--- src/hdl/tsc_defs.svh ---
/*
  register offsets, field positions, reset values and timing figures
  of the sensor control block.
  assumes: included by bare name by the design file.
*/
`ifndef TSC_DEFS_SVH
`define TSC_DEFS_SVH

// ****************************************************************
// register offsets
// ****************************************************************
`define TSC_OFS_GAIN_DRIVE   8'hb9
`define TSC_OFS_TEMP_HIGH    8'hd1
`define TSC_OFS_TEMP_LOW     8'hd2
`define TSC_OFS_TEMP_CTRL    8'hd3
`define TSC_OFS_INTEG_TIME   8'hd9
`define TSC_OFS_WAIT_TIME    8'hda
`define TSC_OFS_CHAN_SET     8'hdb
`define TSC_OFS_NIR_LOW      8'hdc
`define TSC_OFS_NIR_HIGH     8'hdd
`define TSC_OFS_Y_LOW        8'hde
`define TSC_OFS_Y_HIGH       8'hdf
`define TSC_OFS_LED_DRIVER   8'hea
`define TSC_OFS_Z_LOW        8'hec
`define TSC_OFS_Z_HIGH       8'hed
`define TSC_OFS_X_LOW        8'hee
`define TSC_OFS_X_HIGH       8'hef
`define TSC_OFS_ACQ_CTRL     8'hfa

// ****************************************************************
// field positions
// ****************************************************************
`define TSC_BIT_DONE_FLAG    7
`define TSC_BIT_TEMP_START   5
`define TSC_SOURCE_START     4'h4
`define TSC_BIT_CHAN_SET     7
`define TSC_BIT_LED_ON       2
`define TSC_BIT_LATCH        7
`define TSC_BIT_WAIT_EN      3
`define TSC_BIT_ACQ_EN       1

// ****************************************************************
// reset values
// ****************************************************************
`define TSC_RST_GAIN_DRIVE   8'h00
`define TSC_RST_TIME         8'hff
`define TSC_RST_CTRL         8'h00

// ****************************************************************
// timing: one time unit and the clock period, both in ns
// ****************************************************************
`define TSC_UNIT_NS          2800000
`define TSC_CLK_NS           100
`define TSC_UNIT_CYCLES      (`TSC_UNIT_NS / `TSC_CLK_NS)
`define TSC_UNIT_COUNT       9'h100

`endif

--- src/hdl/tsc_pkg.sv ---
/*
  types shared by the sensor control block.
  assumes: nothing beyond the defs header.
*/
package tsc_pkg;

  // acquisition sequencer states
  typedef enum logic [1:0] {
    TSC_ACQ_IDLE,
    TSC_ACQ_INTEG,
    TSC_ACQ_WAIT
  } tsc_acq_state_t;

endpackage : tsc_pkg

--- src/hdl/tsc_sensor_ctrl.sv ---
/*
  register file, temperature conversion control and channel acquisition
  sequencer of a colour and near-infrared sensor.
  assumes: a serial slave front end outside turns bus traffic into
  single-cycle read and write strobes with an 8-bit offset; the analog
  side answers a conversion request with a done pulse and result, and
  presents channel counts that are valid when integration ends.
*/
// Summary of operation
// - temperature high register holds result bits 9:2
// - temperature low register holds result bits 1:0
// - done flag sets on conversion end; writes clear
// - start bit one starts conversion, zero idles unless source is 0100
// - source field 0100 starts, 0000 idles conversion unless start bit is set
// - channel set bit picks readout channel bank
// - bits 7:6 pick led driver current limit
// - bits 1:0 pick one gain for all channels
// - integration lasts (256 minus value) times 2.8 ms
// - wait lasts (256 minus value) times 2.8 ms
// - wait timer used only while wait enabled
// - acquisitions run only while acquisition enabled
// - latch bit holds results after acquisition completes
// - infrared and y result byte pairs, read only
// - z and x result byte pairs, read only
// - led driver pin on at limit while bit set
`include "tsc_defs.svh"
`timescale 1ns/10ps
`default_nettype none

module tsc_sensor_ctrl #(
  parameter int unsigned UNIT_CYCLES = `TSC_UNIT_CYCLES  // cycles per 2.8 ms
) (
  input  wire logic        clock,
  input  wire logic        reset_n,
  input  wire logic [7:0]  reg_addr,
  input  wire logic [7:0]  reg_wdata,
  input  wire logic        reg_write,
  input  wire logic        reg_read,
  output logic      [7:0]  reg_rdata,
  input  wire logic        temp_done,
  input  wire logic [9:0]  temp_result,
  input  wire logic [15:0] sample_x,
  input  wire logic [15:0] sample_y,
  input  wire logic [15:0] sample_z,
  input  wire logic [15:0] sample_n,
  output logic             temp_convert,
  output logic             integrating,
  output logic             channel_set,
  output logic [1:0]       channel_gain,
  output logic [1:0]       drive_current_limit,
  output logic             led_driver_pin
);

  // ****************************************************************
  // decode helpers
  // ****************************************************************

  // write strobe aimed at one offset
  function automatic logic wr_hit(input logic [7:0] ofs);
    wr_hit = reg_write && (reg_addr == ofs);
  endfunction : wr_hit

  // span of a timed phase in time units
  function automatic logic [8:0] span(input logic [7:0] value);
    span = `TSC_UNIT_COUNT - {1'b0, value};
  endfunction : span

  // ****************************************************************
  // control registers
  // ****************************************************************
  logic [7:0]  gain_drive_reg;     // limit, gain
  logic [7:0]  integ_time_reg;     // integration length
  logic [7:0]  wait_time_reg;      // wait length
  logic [7:0]  chan_set_reg;       // bank select
  logic [7:0]  led_ctrl_reg;       // driver on/off
  logic [7:0]  acq_ctrl_reg;       // latch, wait, enable, power
  logic [7:0]  gain_drive_next;
  logic [7:0]  integ_time_next;
  logic [7:0]  wait_time_next;
  logic [7:0]  chan_set_next;
  logic [7:0]  led_ctrl_next;
  logic [7:0]  acq_ctrl_next;

  // plain storage; reserved bits are kept as written
  always_comb begin
    gain_drive_next = gain_drive_reg;
    integ_time_next = integ_time_reg;
    wait_time_next  = wait_time_reg;
    chan_set_next   = chan_set_reg;
    led_ctrl_next   = led_ctrl_reg;
    acq_ctrl_next   = acq_ctrl_reg;
    if (wr_hit(`TSC_OFS_GAIN_DRIVE)) begin
      gain_drive_next = reg_wdata;
    end
    if (wr_hit(`TSC_OFS_INTEG_TIME)) begin
      integ_time_next = reg_wdata;
    end
    if (wr_hit(`TSC_OFS_WAIT_TIME)) begin
      wait_time_next = reg_wdata;
    end
    if (wr_hit(`TSC_OFS_CHAN_SET)) begin
      chan_set_next = reg_wdata;
    end
    if (wr_hit(`TSC_OFS_LED_DRIVER)) begin
      led_ctrl_next = reg_wdata;
    end
    if (wr_hit(`TSC_OFS_ACQ_CTRL)) begin
      acq_ctrl_next = reg_wdata;
    end
  end

  // registers only
  always_ff @(posedge clock or negedge reset_n) begin
    if (!reset_n) begin
      gain_drive_reg <= `TSC_RST_GAIN_DRIVE;
      integ_time_reg <= `TSC_RST_TIME;
      wait_time_reg  <= `TSC_RST_TIME;
      chan_set_reg   <= `TSC_RST_CTRL;
      led_ctrl_reg   <= `TSC_RST_CTRL;
      acq_ctrl_reg   <= `TSC_RST_CTRL;
    end else begin
      gain_drive_reg <= gain_drive_next;
      integ_time_reg <= integ_time_next;
      wait_time_reg  <= wait_time_next;
      chan_set_reg   <= chan_set_next;
      led_ctrl_reg   <= led_ctrl_next;
      acq_ctrl_reg   <= acq_ctrl_next;
    end
  end

  // ****************************************************************
  // temperature conversion
  // ****************************************************************
  logic       temp_busy_reg;       // conversion running
  logic       done_flag_reg;       // sticky completion
  logic [9:0] temp_value_reg;      // last finished result
  logic       temp_busy_next;
  logic       done_flag_next;
  logic [9:0] temp_value_next;
  logic       temp_req;            // this write asks for a conversion

  // a write with start bit or source 0100 starts, else idles
  always_comb begin
    temp_req = reg_wdata[`TSC_BIT_TEMP_START] ||
               (reg_wdata[3:0] == `TSC_SOURCE_START);
    temp_busy_next  = temp_busy_reg;
    done_flag_next  = done_flag_reg;
    temp_value_next = temp_value_reg;
    if (wr_hit(`TSC_OFS_TEMP_CTRL)) begin
      temp_busy_next = temp_req;
      done_flag_next = 1'b0;
    end else if (temp_done && temp_busy_reg) begin
      temp_busy_next = 1'b0;
    end
    // completion wins over a clearing write in the same cycle
    if (temp_done && temp_busy_reg) begin
      done_flag_next  = 1'b1;
      temp_value_next = temp_result;
    end
  end

  // registers only
  always_ff @(posedge clock or negedge reset_n) begin
    if (!reset_n) begin
      temp_busy_reg  <= 1'b0;
      done_flag_reg  <= 1'b0;
      temp_value_reg <= 10'h000;
    end else begin
      temp_busy_reg  <= temp_busy_next;
      done_flag_reg  <= done_flag_next;
      temp_value_reg <= temp_value_next;
    end
  end

  // ****************************************************************
  // acquisition sequencer
  // ****************************************************************
  tsc_pkg::tsc_acq_state_t acq_state_reg;   // phase
  tsc_pkg::tsc_acq_state_t acq_state_next;
  logic [31:0] tick_reg;           // cycles left in this unit
  logic [8:0]  units_reg;          // units left in this phase
  logic        held_reg;           // results frozen by latch bit
  logic [31:0] tick_next;
  logic [8:0]  units_next;
  logic        held_next;
  logic        phase_end;          // last cycle of a phase
  logic        capture;            // load channel results

  // integrate, optionally wait, repeat while enabled
  always_comb begin
    acq_state_next = acq_state_reg;
    tick_next      = tick_reg;
    units_next     = units_reg;
    held_next      = held_reg;
    capture        = 1'b0;
    phase_end      = (tick_reg == 32'h0) && (units_reg == 9'h001);
    if (tick_reg != 32'h0) begin
      tick_next = tick_reg - 32'h1;
    end else begin
      tick_next  = UNIT_CYCLES - 32'h1;
      units_next = units_reg - 9'h001;
    end
    // rewriting the control register releases frozen results; an integration end in the same cycle wins
    if (wr_hit(`TSC_OFS_ACQ_CTRL)) begin
      held_next = 1'b0;
    end
    unique case (acq_state_reg)
      tsc_pkg::TSC_ACQ_IDLE: begin
        tick_next  = UNIT_CYCLES - 32'h1;
        units_next = span(integ_time_reg);
        if (acq_ctrl_reg[`TSC_BIT_ACQ_EN]) begin
          acq_state_next = tsc_pkg::TSC_ACQ_INTEG;
        end
      end
      tsc_pkg::TSC_ACQ_INTEG: begin
        if (phase_end) begin
          capture   = !held_reg;
          held_next = held_reg || acq_ctrl_reg[`TSC_BIT_LATCH];
          tick_next = UNIT_CYCLES - 32'h1;
          if (acq_ctrl_reg[`TSC_BIT_WAIT_EN]) begin
            acq_state_next = tsc_pkg::TSC_ACQ_WAIT;
            units_next     = span(wait_time_reg);
          end else begin
            units_next = span(integ_time_reg);
          end
        end
      end
      tsc_pkg::TSC_ACQ_WAIT: begin
        if (phase_end) begin
          acq_state_next = tsc_pkg::TSC_ACQ_INTEG;
          tick_next      = UNIT_CYCLES - 32'h1;
          units_next     = span(integ_time_reg);
        end
      end
    endcase
    if (!acq_ctrl_reg[`TSC_BIT_ACQ_EN]) begin
      acq_state_next = tsc_pkg::TSC_ACQ_IDLE;
    end
  end

  // registers only
  always_ff @(posedge clock or negedge reset_n) begin
    if (!reset_n) begin
      acq_state_reg <= tsc_pkg::TSC_ACQ_IDLE;
      tick_reg      <= 32'h0;
      units_reg     <= 9'h001;
      held_reg      <= 1'b0;
    end else begin
      acq_state_reg <= acq_state_next;
      tick_reg      <= tick_next;
      units_reg     <= units_next;
      held_reg      <= held_next;
    end
  end

  // ****************************************************************
  // channel results and readout
  // ****************************************************************
  logic [15:0] chan_reg [4];       // x, y, z, n
  logic [15:0] chan_next [4];
  logic [7:0]  high_shadow_reg [4]; // high byte snapped at low read
  logic [7:0]  high_shadow_next [4];
  logic [15:0] chan_in [4];
  logic [7:0]  rdata_next;

  assign chan_in[0] = sample_x;
  assign chan_in[1] = sample_y;
  assign chan_in[2] = sample_z;
  assign chan_in[3] = sample_n;

  // low-byte offset of channel c read in this cycle
  function automatic logic reg_read_low(input int c);
    logic [7:0] ofs;
    ofs = (c == 0) ? `TSC_OFS_X_LOW : (c == 1) ? `TSC_OFS_Y_LOW :
          (c == 2) ? `TSC_OFS_Z_LOW : `TSC_OFS_NIR_LOW;
    reg_read_low = reg_read && (reg_addr == ofs);
  endfunction : reg_read_low

  // results load together; low read freezes its partner high byte
  for (genvar c = 0; c < 4; c++) begin : g_chan
    always_comb begin
      chan_next[c]        = capture ? chan_in[c] : chan_reg[c];
      high_shadow_next[c] = reg_read_low(c) ? chan_reg[c][15:8]
                                            : high_shadow_reg[c];
    end
    always_ff @(posedge clock or negedge reset_n) begin
      if (!reset_n) begin
        chan_reg[c]        <= 16'h0000;
        high_shadow_reg[c] <= 8'h00;
      end else begin
        chan_reg[c]        <= chan_next[c];
        high_shadow_reg[c] <= high_shadow_next[c];
      end
    end
  end

  // read multiplexer; unmapped offsets answer zero
  always_comb begin
    rdata_next = reg_rdata;
    if (reg_read) begin
      unique case (reg_addr)
        `TSC_OFS_GAIN_DRIVE: rdata_next = gain_drive_reg;
        `TSC_OFS_TEMP_HIGH:  rdata_next = temp_value_reg[9:2];
        `TSC_OFS_TEMP_LOW:   rdata_next = {6'h00, temp_value_reg[1:0]};
        `TSC_OFS_TEMP_CTRL:  rdata_next = {done_flag_reg, 1'b0,
                                           temp_busy_reg, 1'b0,
                                           temp_busy_reg ? `TSC_SOURCE_START :
                                           4'h0};
        `TSC_OFS_INTEG_TIME: rdata_next = integ_time_reg;
        `TSC_OFS_WAIT_TIME:  rdata_next = wait_time_reg;
        `TSC_OFS_CHAN_SET:   rdata_next = chan_set_reg;
        `TSC_OFS_LED_DRIVER: rdata_next = led_ctrl_reg;
        `TSC_OFS_ACQ_CTRL:   rdata_next = acq_ctrl_reg;
        `TSC_OFS_NIR_LOW:    rdata_next = chan_reg[3][7:0];
        `TSC_OFS_NIR_HIGH:   rdata_next = high_shadow_reg[3];
        `TSC_OFS_Y_LOW:      rdata_next = chan_reg[1][7:0];
        `TSC_OFS_Y_HIGH:     rdata_next = high_shadow_reg[1];
        `TSC_OFS_Z_LOW:      rdata_next = chan_reg[2][7:0];
        `TSC_OFS_Z_HIGH:     rdata_next = high_shadow_reg[2];
        `TSC_OFS_X_LOW:      rdata_next = chan_reg[0][7:0];
        `TSC_OFS_X_HIGH:     rdata_next = high_shadow_reg[0];
        default:             rdata_next = 8'h00;
      endcase
    end
  end

  // ****************************************************************
  // outputs, all registered
  // ****************************************************************
  always_ff @(posedge clock or negedge reset_n) begin
    if (!reset_n) begin
      reg_rdata           <= 8'h00;
      temp_convert        <= 1'b0;
      integrating         <= 1'b0;
      channel_set         <= 1'b0;
      channel_gain        <= 2'b00;
      drive_current_limit <= 2'b00;
      led_driver_pin      <= 1'b0;
    end else begin
      reg_rdata           <= rdata_next;
      temp_convert        <= temp_busy_next;
      integrating         <= acq_state_next == tsc_pkg::TSC_ACQ_INTEG;
      channel_set         <= chan_set_next[`TSC_BIT_CHAN_SET];
      channel_gain        <= gain_drive_next[1:0];
      drive_current_limit <= gain_drive_next[7:6];
      led_driver_pin      <= led_ctrl_next[`TSC_BIT_LED_ON];
    end
  end
endmodule : tsc_sensor_ctrl

`default_nettype wire

--- config.mk ---
export PLATFORM = sky130hd
export DESIGN_NAME = tsc_sensor_ctrl
export DESIGN_NICKNAME = d
export VERILOG_FILES = /design/src/hdl/tsc_pkg.sv /design/src/hdl/tsc_sensor_ctrl.sv
export VERILOG_INCLUDE_DIRS = /design/src /design/src/hdl
export SDC_FILE = /design/constraint.sdc
export NUM_CORES = 1
export LEC_CHECK = 0
export BUFFER_PORTS_ARGS = -buffer_cell sky130_fd_sc_hd__buf_2
export CORE_MARGIN = 2
export CORE_UTILIZATION = 35
export DETAILED_ROUTE_END_ITERATION = 16
export GPL_TIMING_DRIVEN = 0
export PLACE_DENSITY = 0.55
export SYNTH_ARGS = -nofsm -noshare
export SYNTH_HDL_FRONTEND = slang
export SYNTH_SLANG_ARGS = --single-unit
--- constraint.sdc ---
create_clock -name clock -period 8 [get_ports clock]
set_clock_uncertainty 0.1 [all_clocks]
set_input_delay 0 -clock clock [delete_from_list [all_inputs] [get_ports clock]]
set_output_delay 0 -clock clock [all_outputs]
set_load 0.005 [all_outputs]
After elaboration in Yosys (flattened, before gate mapping)
Cells that the tools add are included.
{"block": "op_classes", "add_sub_neg": 4, "eq_ne": 22, "n_mux": 26, "n_reduce_logical": 21}
{"op": "equality test 8 bit, second input constant", "n": 17}
{"op": "case mux 8 bit (17 select lines)", "n": 1}
{"op": "two-way mux 32 bit", "n": 2}
{"op": "case mux 32 bit (2 select lines)", "n": 1}
{"op": "two-way mux 9 bit", "n": 4}
{"op": "zero test 32 bit", "n": 1}
{"op": "nonzero test 32 bit", "n": 1}
{"op": "subtractor 32 x 1 -> 32 bit, second input constant", "n": 1}
{"op": "case mux 9 bit (3 select lines)", "n": 1}
{"op": "subtractor 9 x 8 -> 9 bit, first input constant", "n": 2}
{"op": "two-way mux 8 bit", "n": 2}
{"op": "logical AND 1 bit", "n": 13}
{"op": "equality test 9 x 1 -> 1 bit, second input constant", "n": 1}
{"op": "two-way mux 1 bit", "n": 9}
{"op": "subtractor 9 x 1 -> 9 bit, second input constant", "n": 1}
{"op": "two-way mux 2 bit", "n": 4}
{"op": "case mux 2 bit (3 select lines)", "n": 1}
{"op": "equality test 2 x 1 -> 1 bit, second input constant", "n": 2}
{"op": "equality test 4 x 3 -> 1 bit, second input constant", "n": 1}
{"op": "two-way mux 3 bit", "n": 1}
{"op": "equality test 2 bit, second input constant", "n": 1}
{"op": "zero test 2 bit", "n": 1}
{"op": "logical OR 1 bit", "n": 2}
{"op": "nonzero test 2 bit", "n": 1}
{"op": "2 further kinds", "n": 2}
{"block": "word_totals", "ff_bits": 213, "input_bits": 95, "output_inout_bits": 16}

Longest topological paths before layout
Gate-level depths: netlist of run 1.
{"block": "depth", "word_depth": 6, "depth_mapped": 8, "ltp_nobuf": 7}

Least setup slack after synthesis of run 1
OpenSTA, ideal clock, no wires.
{"block": "synth_path", "kind": "register to register", "start": "reg tick_reg[20]", "end": "reg chan_reg[0] (netlist bit)", "setup_ns": 0.125, "arrival_time_ns": 3.053, "t_required_ns": 7.775, "setup_slack_ns": 4.721, "stages_incl_launch_ff": 9, "path_buffers": 3, "synth_period_minus_slack_ns": 3.279, "cell_sequence": "dfrtp_1 or4_4 or4_4 buf_6 or4_4 or4_4 buf_6 buf_12 mux2_4"}
{"block": "synth_between", "elab_chain_cells": 4}
{"item": "start, declared", "line": "tsc_sensor_ctrl.sv:180", "text": "logic [31:0] tick_reg;"}
{"item": "start signal, assigned", "line": "tsc_sensor_ctrl.sv:250", "text": "tick_reg <= tick_next;"}
{"item": "zero test 32 bit", "line": "tsc_sensor_ctrl.sv:196", "text": "phase_end = (tick_reg == 32'h0) && (units_reg == 9'h001);"}
{"item": "logical AND 1 bit", "line": "tsc_sensor_ctrl.sv:196"}
{"item": "two-way mux 1 bit", "line": "tsc_sensor_ctrl.sv:216", "text": "if (phase_end) begin"}
{"item": "two-way mux 1 bit", "line": "tsc_sensor_ctrl.sv:207", "text": "unique case (acq_state_reg)"}
{"item": "end signal, assigned by index", "line": "tsc_sensor_ctrl.sv:291", "text": "chan_reg[c] <= chan_next[c];"}
{"item": "end, declared", "line": "tsc_sensor_ctrl.sv:259", "text": "logic [15:0] chan_reg [4];"}
Every way passes these cells.
A chain may end at the register's enable or synchronous reset.

Final worst setup path of run 1
{"block": "layout_path", "start": "reg tick_reg[2]", "end": "reg chan_reg[35] (netlist bit)"}
The elaborated chain is that of the path after synthesis.

==> results of run 1 <==
[worst max-delay path: cells and delay by family, from the launching register on]
family                 cells  cell delay (ns)
AND/OR/NAND/NOR            4             2.24
buffers and inverters      2             0.37
multiplexers               1             0.29
flip-flops                 1             0.42
[through the flow]
| stage | util | std cells | cell area, um2 | setup WS (ns) | power [mW] |
|---|---|---|---|---|---|
| finish | 0.4521 | 1496 | 13330 | 4.450 | 2.510 |
| global placement | 0.3877 | 1352 | 11430 | 3.045 | 1.341 |
| floorplan | - | 853 | 10400 | 4.721 | 1.244 |
| global route | 0.4521 | 1496 | 13330 | 4.240 | 2.615 |
| detailed placement | 0.3909 | 1356 | 11520 | 4.485 | 1.348 |
| CTS | 0.4521 | 1496 | 13330 | 4.488 | 2.540 |
[cell usage in the layout, fill, tap and decap left out, types with 9 or more instances in the layout]
cell	count
sky130_fd_sc_hd__a22o_1	9
sky130_fd_sc_hd__a22oi_1	10
sky130_fd_sc_hd__buf_2	108
sky130_fd_sc_hd__clkbuf_1	27
sky130_fd_sc_hd__clkbuf_16	24
sky130_fd_sc_hd__dfrtp_1	192
sky130_fd_sc_hd__dfstp_2	17
sky130_fd_sc_hd__dlygate4sd3_1	95
sky130_fd_sc_hd__inv_1	19
sky130_fd_sc_hd__mux2_2	96
sky130_fd_sc_hd__mux2_4	60
sky130_fd_sc_hd__mux2i_1	10
sky130_fd_sc_hd__nand2_1	57
sky130_fd_sc_hd__nand3_1	21
sky130_fd_sc_hd__nand4_1	9
sky130_fd_sc_hd__nor2_1	60
sky130_fd_sc_hd__nor3_1	24
sky130_fd_sc_hd__nor4_1	24
sky130_fd_sc_hd__o21ai_0	25
sky130_fd_sc_hd__xnor2_1	28
sky130_fd_sc_hd__xor2_1	13
[cell families (layout without fill, tap and decap cells)]
group | after synthesis | in the layout | synth area share
flip-flops | 209 | 209 | 0.5051
adder cells (fa/ha/maj) | 8 | 8 | 0.009628
multiplexers | 173 | 173 | 0.2154
XOR/XNOR | 41 | 41 | 0.03454
AO/OA/AOI/OAI | 114 | 114 | 0.08028
buffers and inverters | 59 | 312 | 0.03358
AND/OR/NAND/NOR | 249 | 249 | 0.1214
[layout make-up]
cell class	instances	area share
clock inverters	9	0.01145
well taps	390	0.03661
inverters	19	0.005351
multi-input cells	585	0.3608
repair buffers	209	0.1198
flip-flops and latches	209	0.3940
clock buffers	35	0.05116
plain buffers	40	0.02084
[layer usage]
| metal | vias to the layer above | track usage | wire length [um] |
|---|---|---|---|
| met2 | 228 | 0.3186 | 13840 |
| met4 | 0 | 0.06336 | 949 |
| met3 | 60 | 0.03036 | 1474 |
| met5 | - | 0 | 0 |
| met1 | 3845 | 0.2685 | 13430 |
| li1 | 3617 | - | - |
[worst paths after layout]
check                           slack [ns]                end
worst max register to register        4.45       chan_reg[35]
max in group asynchronous             6.84  integ_time_reg[7]
worst min register to register        0.37      done_flag_reg
worst min-delay path                  0.08       reg_rdata[1]
min in group asynchronous             0.48        integrating
worst max-delay path                  4.45       chan_reg[35]
[power by group]
group,leakage [nW],internal (mW),switching (mW),total (mW)
sequential,2.60,1.11,0.0356,1.14
combinational,3.00,0.117,0.105,0.223
clock,0.395,0.693,0.452,1.15
total,6.00,1.92,0.593,2.51
[what timing repair did]
action,CTS,global route
hold endpoints to repair,341,0
endpoints found under the setup margin,0,0
setup buffers,0,0
hold buffers,96,0
==> impl_table.tex, run 1 <==
\begin{tabular}{lr}
\hline
Metric & Value \\
\hline
\multicolumn{2}{l}{\textbf{Timing}} \\
\quad Final Critical Period & 3.550 ns \\
\quad RSZ-0062 raised after global routing & no \\
\quad Final period util & 0.4438 \\
\quad Transition time at the pin with the least slew margin & 1.294 ns \\
\quad Peak Freq & 0.2817 GHz \\
\quad Accumulated negative setup slack & 0 ns \\
\quad Final hold viol count & 0 \\
\quad Finish-stage setup viols & 0 \\
\quad Relative max-transition margin & 0.1305 \\
\quad Number of pins exceeding their max-slew limit in the final report & 0 \\
\quad Worst hold slack after final layout & 0.08445 ns \\
\multicolumn{2}{l}{\textbf{Synth}} \\
\quad Synth top area cells & sky130\_fd\_sc\_hd\_\_dfrtp\_1, sky130\_fd\_sc\_hd\_\_mux2\_2, sky130\_fd\_sc\_hd\_\_mux2\_4, sky130\_fd\_sc\_hd\_\_dfstp\_2, sky130\_fd\_sc\_hd\_\_xnor2\_1 \\
\quad Top-count cell post-synth & sky130\_fd\_sc\_hd\_\_dfrtp\_1 \\
\quad Post-Syn Instances & 853 \\
\quad Post-synthesis cell type with the largest combined area & sky130\_fd\_sc\_hd\_\_dfrtp\_1 \\
\quad Top-area cell type share of the netlist area & 0.4621 \\
\quad Post-Syn Nets & 956 \\
\quad Post-synthesis async set-or-reset flop share & 1.000 \\
\quad Synth top cells by count & sky130\_fd\_sc\_hd\_\_dfrtp\_1, sky130\_fd\_sc\_hd\_\_mux2\_2, sky130\_fd\_sc\_hd\_\_mux2\_4, sky130\_fd\_sc\_hd\_\_nor2\_1, sky130\_fd\_sc\_hd\_\_nand2\_1 \\
\quad Part of the Yosys area used for sequential elements & 0.5051 \\
\quad Synth warnings & 0 \\
\quad Cell Area, Synth & 10400 um2 \\
\quad Flops \& latches, synth & 209 \\
\quad Number of flops mapped to enable cells by yosys & 0 \\
\quad Number of distinct library cell variants in the gate-level netlist after synthesis & 65 \\
\quad Mean instance size in the synthesized netlist & 12.19 um2 \\
\quad Dominant synthesized flop cell & sky130\_fd\_sc\_hd\_\_dfrtp\_1 \\
\multicolumn{2}{l}{\textbf{Drt}} \\
\quad Length of the first detailed-routing pass in iterations & 7 \\
\quad Via count & 7750 \\
\quad Number of nets still failing antenna checks after routing & 0 \\
\quad Avg WL per Cell & 19.85 um \\
\quad Detailed router's first-iteration violation count & 534 \\
\quad Number of design rule violations left after detail routing & 0 \\
\quad Via/cell ratio & 5.180 \\
\quad Total detailed-routing wirelength & 29690 um \\
\multicolumn{2}{l}{\textbf{Setup path}} \\
\quad Critical path data required time & 8.32 ns \\
\quad Origin of the worst setup path & tick\_reg[2] \\
\quad Arrival time worst endpoint & 3.87 ns \\
\quad Kind of critical path & reg2reg \\
\quad Length in cells of the worst reg-to-reg path & 7 \\
\quad Startpoint Class & register \\
\quad Highest net fanout along the worst path & 10 \\
\quad Startpoint of the lowest-slack register-to-register path & tick\_reg[2] \\
\quad CP dominant cell by count & sky130\_fd\_sc\_hd\_\_or4\_4 \\
\quad Slowest cell on crit path & sky130\_fd\_sc\_hd\_\_nor4\_1 \\
\quad Crit-path max cell delay & 0.89 ns \\
\quad Kind of end point of the critical path & register \\
\quad CP Cell Sequence & nor4\_1 > nand4b\_1 > or4\_4 > or4\_4 > buf\_6 > buf\_12 > mux2\_4 \\
\multicolumn{2}{l}{\textbf{Power}} \\
\quad Worst vdd ir & 0.1348 mV \\
\quad Areal power density over the cells & 188.3 nW/um2 \\
\quad Leakage power figure & 5.996 nW \\
\multicolumn{2}{l}{\textbf{Global routing}} \\
\quad GRT Overall Usage & 0.1959 \\
\quad Global-route wire length before repair & 47250 um \\
\quad GRT overflow & 0 \\
\quad Vias in the first global route & 8085 \\
\quad Largest net degree at the start of global routing & 92 \\
\quad Initial antenna violation count & 0 \\
\multicolumn{2}{l}{\textbf{Hold path}} \\
\quad Hold Crit Depth & 6 \\
\quad Startpoint of the worst hold path & reg\_addr[1] \\
\quad Worst min-delay path category & in2reg \\
\multicolumn{2}{l}{\textbf{Clock tree}} \\
\quad Clock tree from TritonCTS & done \\
\quad Root cell of the clock tree & sky130\_fd\_sc\_hd\_\_clkbuf\_16 \\
\quad Clock latency on the worst-skew pair & 0.54 ns \\
\quad Number of buffers on the longest clock path & 3 \\
\quad Maximum level of the CTS H-tree & 1 \\
\quad CTS sink count & 209 \\
\quad Clock transition at the registers of the reported paths & 0.06 ns \\
\quad Number of buffers created by CTS & 24 \\
\quad Number of instances resized during post-cts repair & 0 \\
\multicolumn{2}{l}{\textbf{Floorplanning}} \\
\quad Width of the chip & 176.3 um \\
\quad Initial standard-cell utilization of the core & 0.3526 \\
\quad Core Region & 29480 um2 \\
\quad Num rows & 63 \\
\quad Die Outline Area & 31100 um2 \\
\quad Height of the chip & 176.3 um \\
\quad Number of placed I/O pins & 111 \\
\multicolumn{2}{l}{\textbf{Layout}} \\
\quad Area taken by flip-flops and latches & 5251 um2 \\
\quad Count of fill cells added during filler insertion & 2744 \\
\quad Syn-to-layout area delta & 28.21\% \\
\quad Total area of multi-input combinational cells & 4810 um2 \\
\quad Final layout net count & 1191 \\
\quad Number of diodes added for antenna fixing & 0 \\
\quad Fraction of final layout cells with drive strength greater than 1 & 0.3192 \\
\quad Largest register FFs & 64 \\
\multicolumn{2}{l}{\textbf{Place}} \\
\quad Half-perimeter wire length of the detailed placement result & 20840 um \\
\quad Port-buffer cells & 109 \\
\quad RD Place Congestion & 0.9136 \\
\multicolumn{2}{l}{\textbf{Status}} \\
\quad Outcome & finished clean \\
\multicolumn{2}{l}{\textbf{Flow run}} \\
\quad Number of maximum-capacitance violations & 0 \\
\hline
\end{tabular}
No activity file was read; power rests on OpenSTA's default activity.
==> run 2: changes to the inputs <==
PLACE_DENSITY = 0.57   (was 0.55)
clock period = 2.85 ns   (was 8 ns; I/O delays follow)
==> run 2 against run 1 <==
Compared with the run above:
- critical path type unchanged
- flip-flop and latch count unchanged
- first-iteration DRC count fell by 7.7%
- maximum frequency is 7.2% higher
- power increased to 2.9 times the previous value
- the flow now finishes with violations (negative hold slack, negative setup slack)
- register-to-register slack worse by 4.9 ns
- combinational power increased to 2.8 times the previous value
- sequential power rose to 2.8 times the previous value
- cell area is 2.2% higher
- global-route usage fell by 0.33 points
- clock power increased to 2.9 times the previous value
==> impl_table.tex, run 2 (same netlist as run 1, synthesis figures left out) <==
\begin{tabular}{lr}
\hline
Metric & Value \\
\hline
\multicolumn{2}{l}{\textbf{Power}} \\
\quad Part of the power in the clock network & 0.470 (+0.014) \\
\quad Cell internal power dissipation & 5.544 mW (+190\%) \\
\quad Sw power & 1.667 mW (+180\%) \\
\quad Leakage power figure & 6.132 nW (+2.3\%) \\
\quad Final total power & 7.211 mW (+190\%) \\
\quad Areal power density over the cells & 529.3 nW/um2 (+180\%) \\
\quad Combinational Power Share & 0.085 (-0.004) \\
\quad Sw Share & 0.2312 (-0.005146) \\
\quad Worst vdd ir & 0.3941 mV (+190\%) \\
\quad Relative contribution of sequential cells to total power & 0.445 (-0.010) \\
\multicolumn{2}{l}{\textbf{Layout}} \\
\quad Syn-to-layout area delta & 31.04\% \\
\quad Count of fill cells added during filler insertion & 2724 (-0.73\%) \\
\quad Leading cell types in the layout, fill and taps excluded & sky130\_fd\_sc\_hd\_\_dfrtp\_1, sky130\_fd\_sc\_hd\_\_buf\_2, sky130\_fd\_sc\_hd\_\_mux2\_2 \\
\quad Fraction of final layout cells with drive strength greater than 1 & 0.3459 (+0.02674) \\
\quad Area taken by flip-flops and latches & 5251 um2 (unchanged) \\
\quad Most common cell after layout, fill and taps aside & sky130\_fd\_sc\_hd\_\_dfrtp\_1 \\
\quad Number of diodes added for antenna fixing & 0 (unchanged) \\
\quad Final layout net count & 1198 (+0.59\%) \\
\quad Largest register FFs & 64 (unchanged) \\
\quad Total area of multi-input combinational cells & 4906 um2 (+2.0\%) \\
\multicolumn{2}{l}{\textbf{Setup path}} \\
\quad CP bufs+invs & 2 (unchanged) \\
\quad CP dominant cell by count & sky130\_fd\_sc\_hd\_\_or4\_4 \\
\quad Crit-path max cell delay & 0.55 ns (-0.34 ns) \\
\quad Startpoint Class & register \\
\quad Highest net fanout along the worst path & 10 (unchanged) \\
\quad Number of cells on the critical path & 7 (unchanged) \\
\quad Length in cells of the worst reg-to-reg path & 7 (unchanged) \\
\quad Flop2flop setup slack & -0.46 ns (-4.91 ns) \\
\quad Critical path data required time & 3.18 ns (-5.14 ns) \\
\quad Kind of critical path & reg2reg \\
\quad Kind of end point of the critical path & register \\
\quad Slowest cell on crit path & sky130\_fd\_sc\_hd\_\_or4\_4 \\
\quad Arrival time worst endpoint & 3.64 ns (-0.23 ns) \\
\quad CP Cell Sequence & or4\_4 > or4\_4 > or4\_4 > or4\_4 > buf\_12 > buf\_12 > mux2\_4 \\
\quad Category of cells accounting for the largest share of critical-path delay & simple AND/OR/NAND/NOR gates \\
\multicolumn{2}{l}{\textbf{Clock tree}} \\
\quad Maximum level of the CTS H-tree & 1 (unchanged) \\
\quad Number of buffers created by CTS & 24 (unchanged) \\
\quad Number of buffers on the longest clock path & 3 (unchanged) \\
\quad Root cell of the clock tree & sky130\_fd\_sc\_hd\_\_clkbuf\_16 \\
\quad CTS sink count & 209 (unchanged) \\
\quad Clock tree from TritonCTS & done \\
\quad Clock latency on the worst-skew pair & 0.54 ns (about the same) \\
\quad Clock transition at the registers of the reported paths & 0.06 ns (about the same) \\
\multicolumn{2}{l}{\textbf{Place}} \\
\quad RD Place Congestion & 0.9081 (-0.60\%) \\
\quad Port-buffer cells & 109 (unchanged) \\
\quad Half-perimeter wire length of the detailed placement result & 20440 um (-1.9\%) \\
\quad Pre-CTS setup slack & -0.6830 ns (-5.168 ns) \\
\multicolumn{2}{l}{\textbf{Status}} \\
\quad Failing checks & negative hold slack, negative setup slack \\
\quad Outcome & complete, but fails checks \\
\multicolumn{2}{l}{\textbf{Drt}} \\
\quad Number of design rule violations left after detail routing & 0 (unchanged) \\
\quad Detailed router's first-iteration violation count & 493 (-7.7\%) \\
\quad Total detailed-routing wirelength & 29760 um (+0.24\%) \\
\quad Avg WL per Cell & 19.80 um (-0.23\%) \\
\quad Number of nets still failing antenna checks after routing & 0 (unchanged) \\
\quad Via count & 7822 (+0.93\%) \\
\quad Length of the first detailed-routing pass in iterations & 5 (-2) \\
\quad Via/cell ratio & 5.204 (+0.46\%) \\
\multicolumn{2}{l}{\textbf{Floorplanning}} \\
\quad Height of the chip & 176.3 um (unchanged) \\
\quad Number of placed I/O pins & 111 (unchanged) \\
\quad Core Region & 29480 um2 (unchanged) \\
\quad Die Outline Area & 31100 um2 (unchanged) \\
\quad Num rows & 63 (unchanged) \\
\quad Width of the chip & 176.3 um (unchanged) \\
\quad Initial standard-cell utilization of the core & 0.3526 (unchanged) \\
\multicolumn{2}{l}{\textbf{Global routing}} \\
\quad Largest net degree at the start of global routing & 117 (+27\%) \\
\quad GRT overflow & 0 (unchanged) \\
\quad GRT Overall Usage & 0.1925 (-0.003320) \\
\quad Vias in the first global route & 7887 (-2.4\%) \\
\quad Initial antenna violation count & 0 (unchanged) \\
\quad Global-route wire length before repair & 46330 um (-2.0\%) \\
\multicolumn{2}{l}{\textbf{Timing}} \\
\quad Worst hold slack after final layout & -0.01686 ns (-0.1013 ns) \\
\quad Final Critical Period & 3.310 ns (-0.2400 ns) \\
\quad Final period util & 1.162 (+0.7177) \\
\quad Final hold viol count & 7 (+7) \\
\quad Transition time at the pin with the least slew margin & 1.108 ns (-0.1859 ns) \\
\quad RSZ-0062 raised after global routing & yes \\
\quad Number of pins exceeding their max-slew limit in the final report & 0 (unchanged) \\
\quad Finish-stage setup viols & 64 (+64) \\
\quad Peak Freq & 0.3021 GHz (+7.2\%) \\
\quad Post-layout worst setup margin & -0.4603 ns (-4.910 ns) \\
\quad Relative max-transition margin & 0.2530 (+0.1225) \\
\multicolumn{2}{l}{\textbf{Flow run}} \\
\quad Number of maximum-capacitance violations & 0 (unchanged) \\
\multicolumn{2}{l}{\textbf{Hold path}} \\
\quad Worst min-delay path category & in2async \\
\hline
\end{tabular}
run 2: path summary, 6_finish.rpt:
kind	from	to
max	tick_reg[23]	chan_reg[62]
min	reset_n	integrating
max reg2reg	tick_reg[23]	chan_reg[62]
min reg2reg	done_flag_reg	done_flag_reg
max in group asynchronous	reset_n	chan_reg[1]
min in group clock	sample_z[10]	chan_reg[26]
run 2: layout make-up:
type,instances,area share
repair buffers,218,0.1269
inverters,19,0.005235
clock buffers,31,0.04895
flip-flops and latches,209,0.3855
plain buffers,38,0.02131
clock inverters,13,0.01616
well taps,390,0.03582
multi-input cells,585,0.3601
run 2: repair_timing:
action | CTS | global route
resized for setup | 14 | 21
hold buffers | 92 | 0
buffers inserted | 7 | 3
cloned | 4 | 1
hold endpoints to repair | 225 | 0
setup endpoints to repair | 98 | 108
pin swaps | 0 | 1
run 2: per-layer routing:
layer | track usage | part of all wire
met1 | 0.2611 | 0.44
met2 | 0.3134 | 0.47
met3 | 0.03295 | 0.054
met4 | 0.06405 | 0.033
met5 | 0 | 0
run 2: through the flow:
stage / instances / cell area (um2) / util / TNS [ns]
2_1_floorplan: 853 / 10410 / - / -24.74
3_3_place_gp: 1352 / 11440 / 0.3880 / -464.71
4_1_cts: 1500 / 13500 / 0.4581 / -27.86
6_report: 1503 / 13620 / 0.4621 / -27.69
5_1_grt: 1503 / 13620 / 0.4621 / -32.92
3_5_place_dp: 1354 / 11500 / 0.3902 / -53.36
run 2: power groups by stage:
stage          Clock (mW)  Combinational, mW  Sequential [mW]
2_1_floorplan           0              0.277             3.22
3_3_place_gp            0              0.505             3.26
3_5_place_dp            0              0.515             3.26
4_1_cts              3.46              0.613             3.21
5_1_grt              3.59              0.671             3.22
6_report             3.39              0.614             3.21
run 2: worst register-to-register path: stages (launching register included):
cell	delay, ns
sky130_fd_sc_hd__dfrtp_1	0.39
sky130_fd_sc_hd__or4_4	0.55
sky130_fd_sc_hd__or4_4	0.44
sky130_fd_sc_hd__or4_4	0.55
sky130_fd_sc_hd__or4_4	0.52
sky130_fd_sc_hd__buf_12	0.21
sky130_fd_sc_hd__buf_12	0.16
sky130_fd_sc_hd__mux2_4	0.30
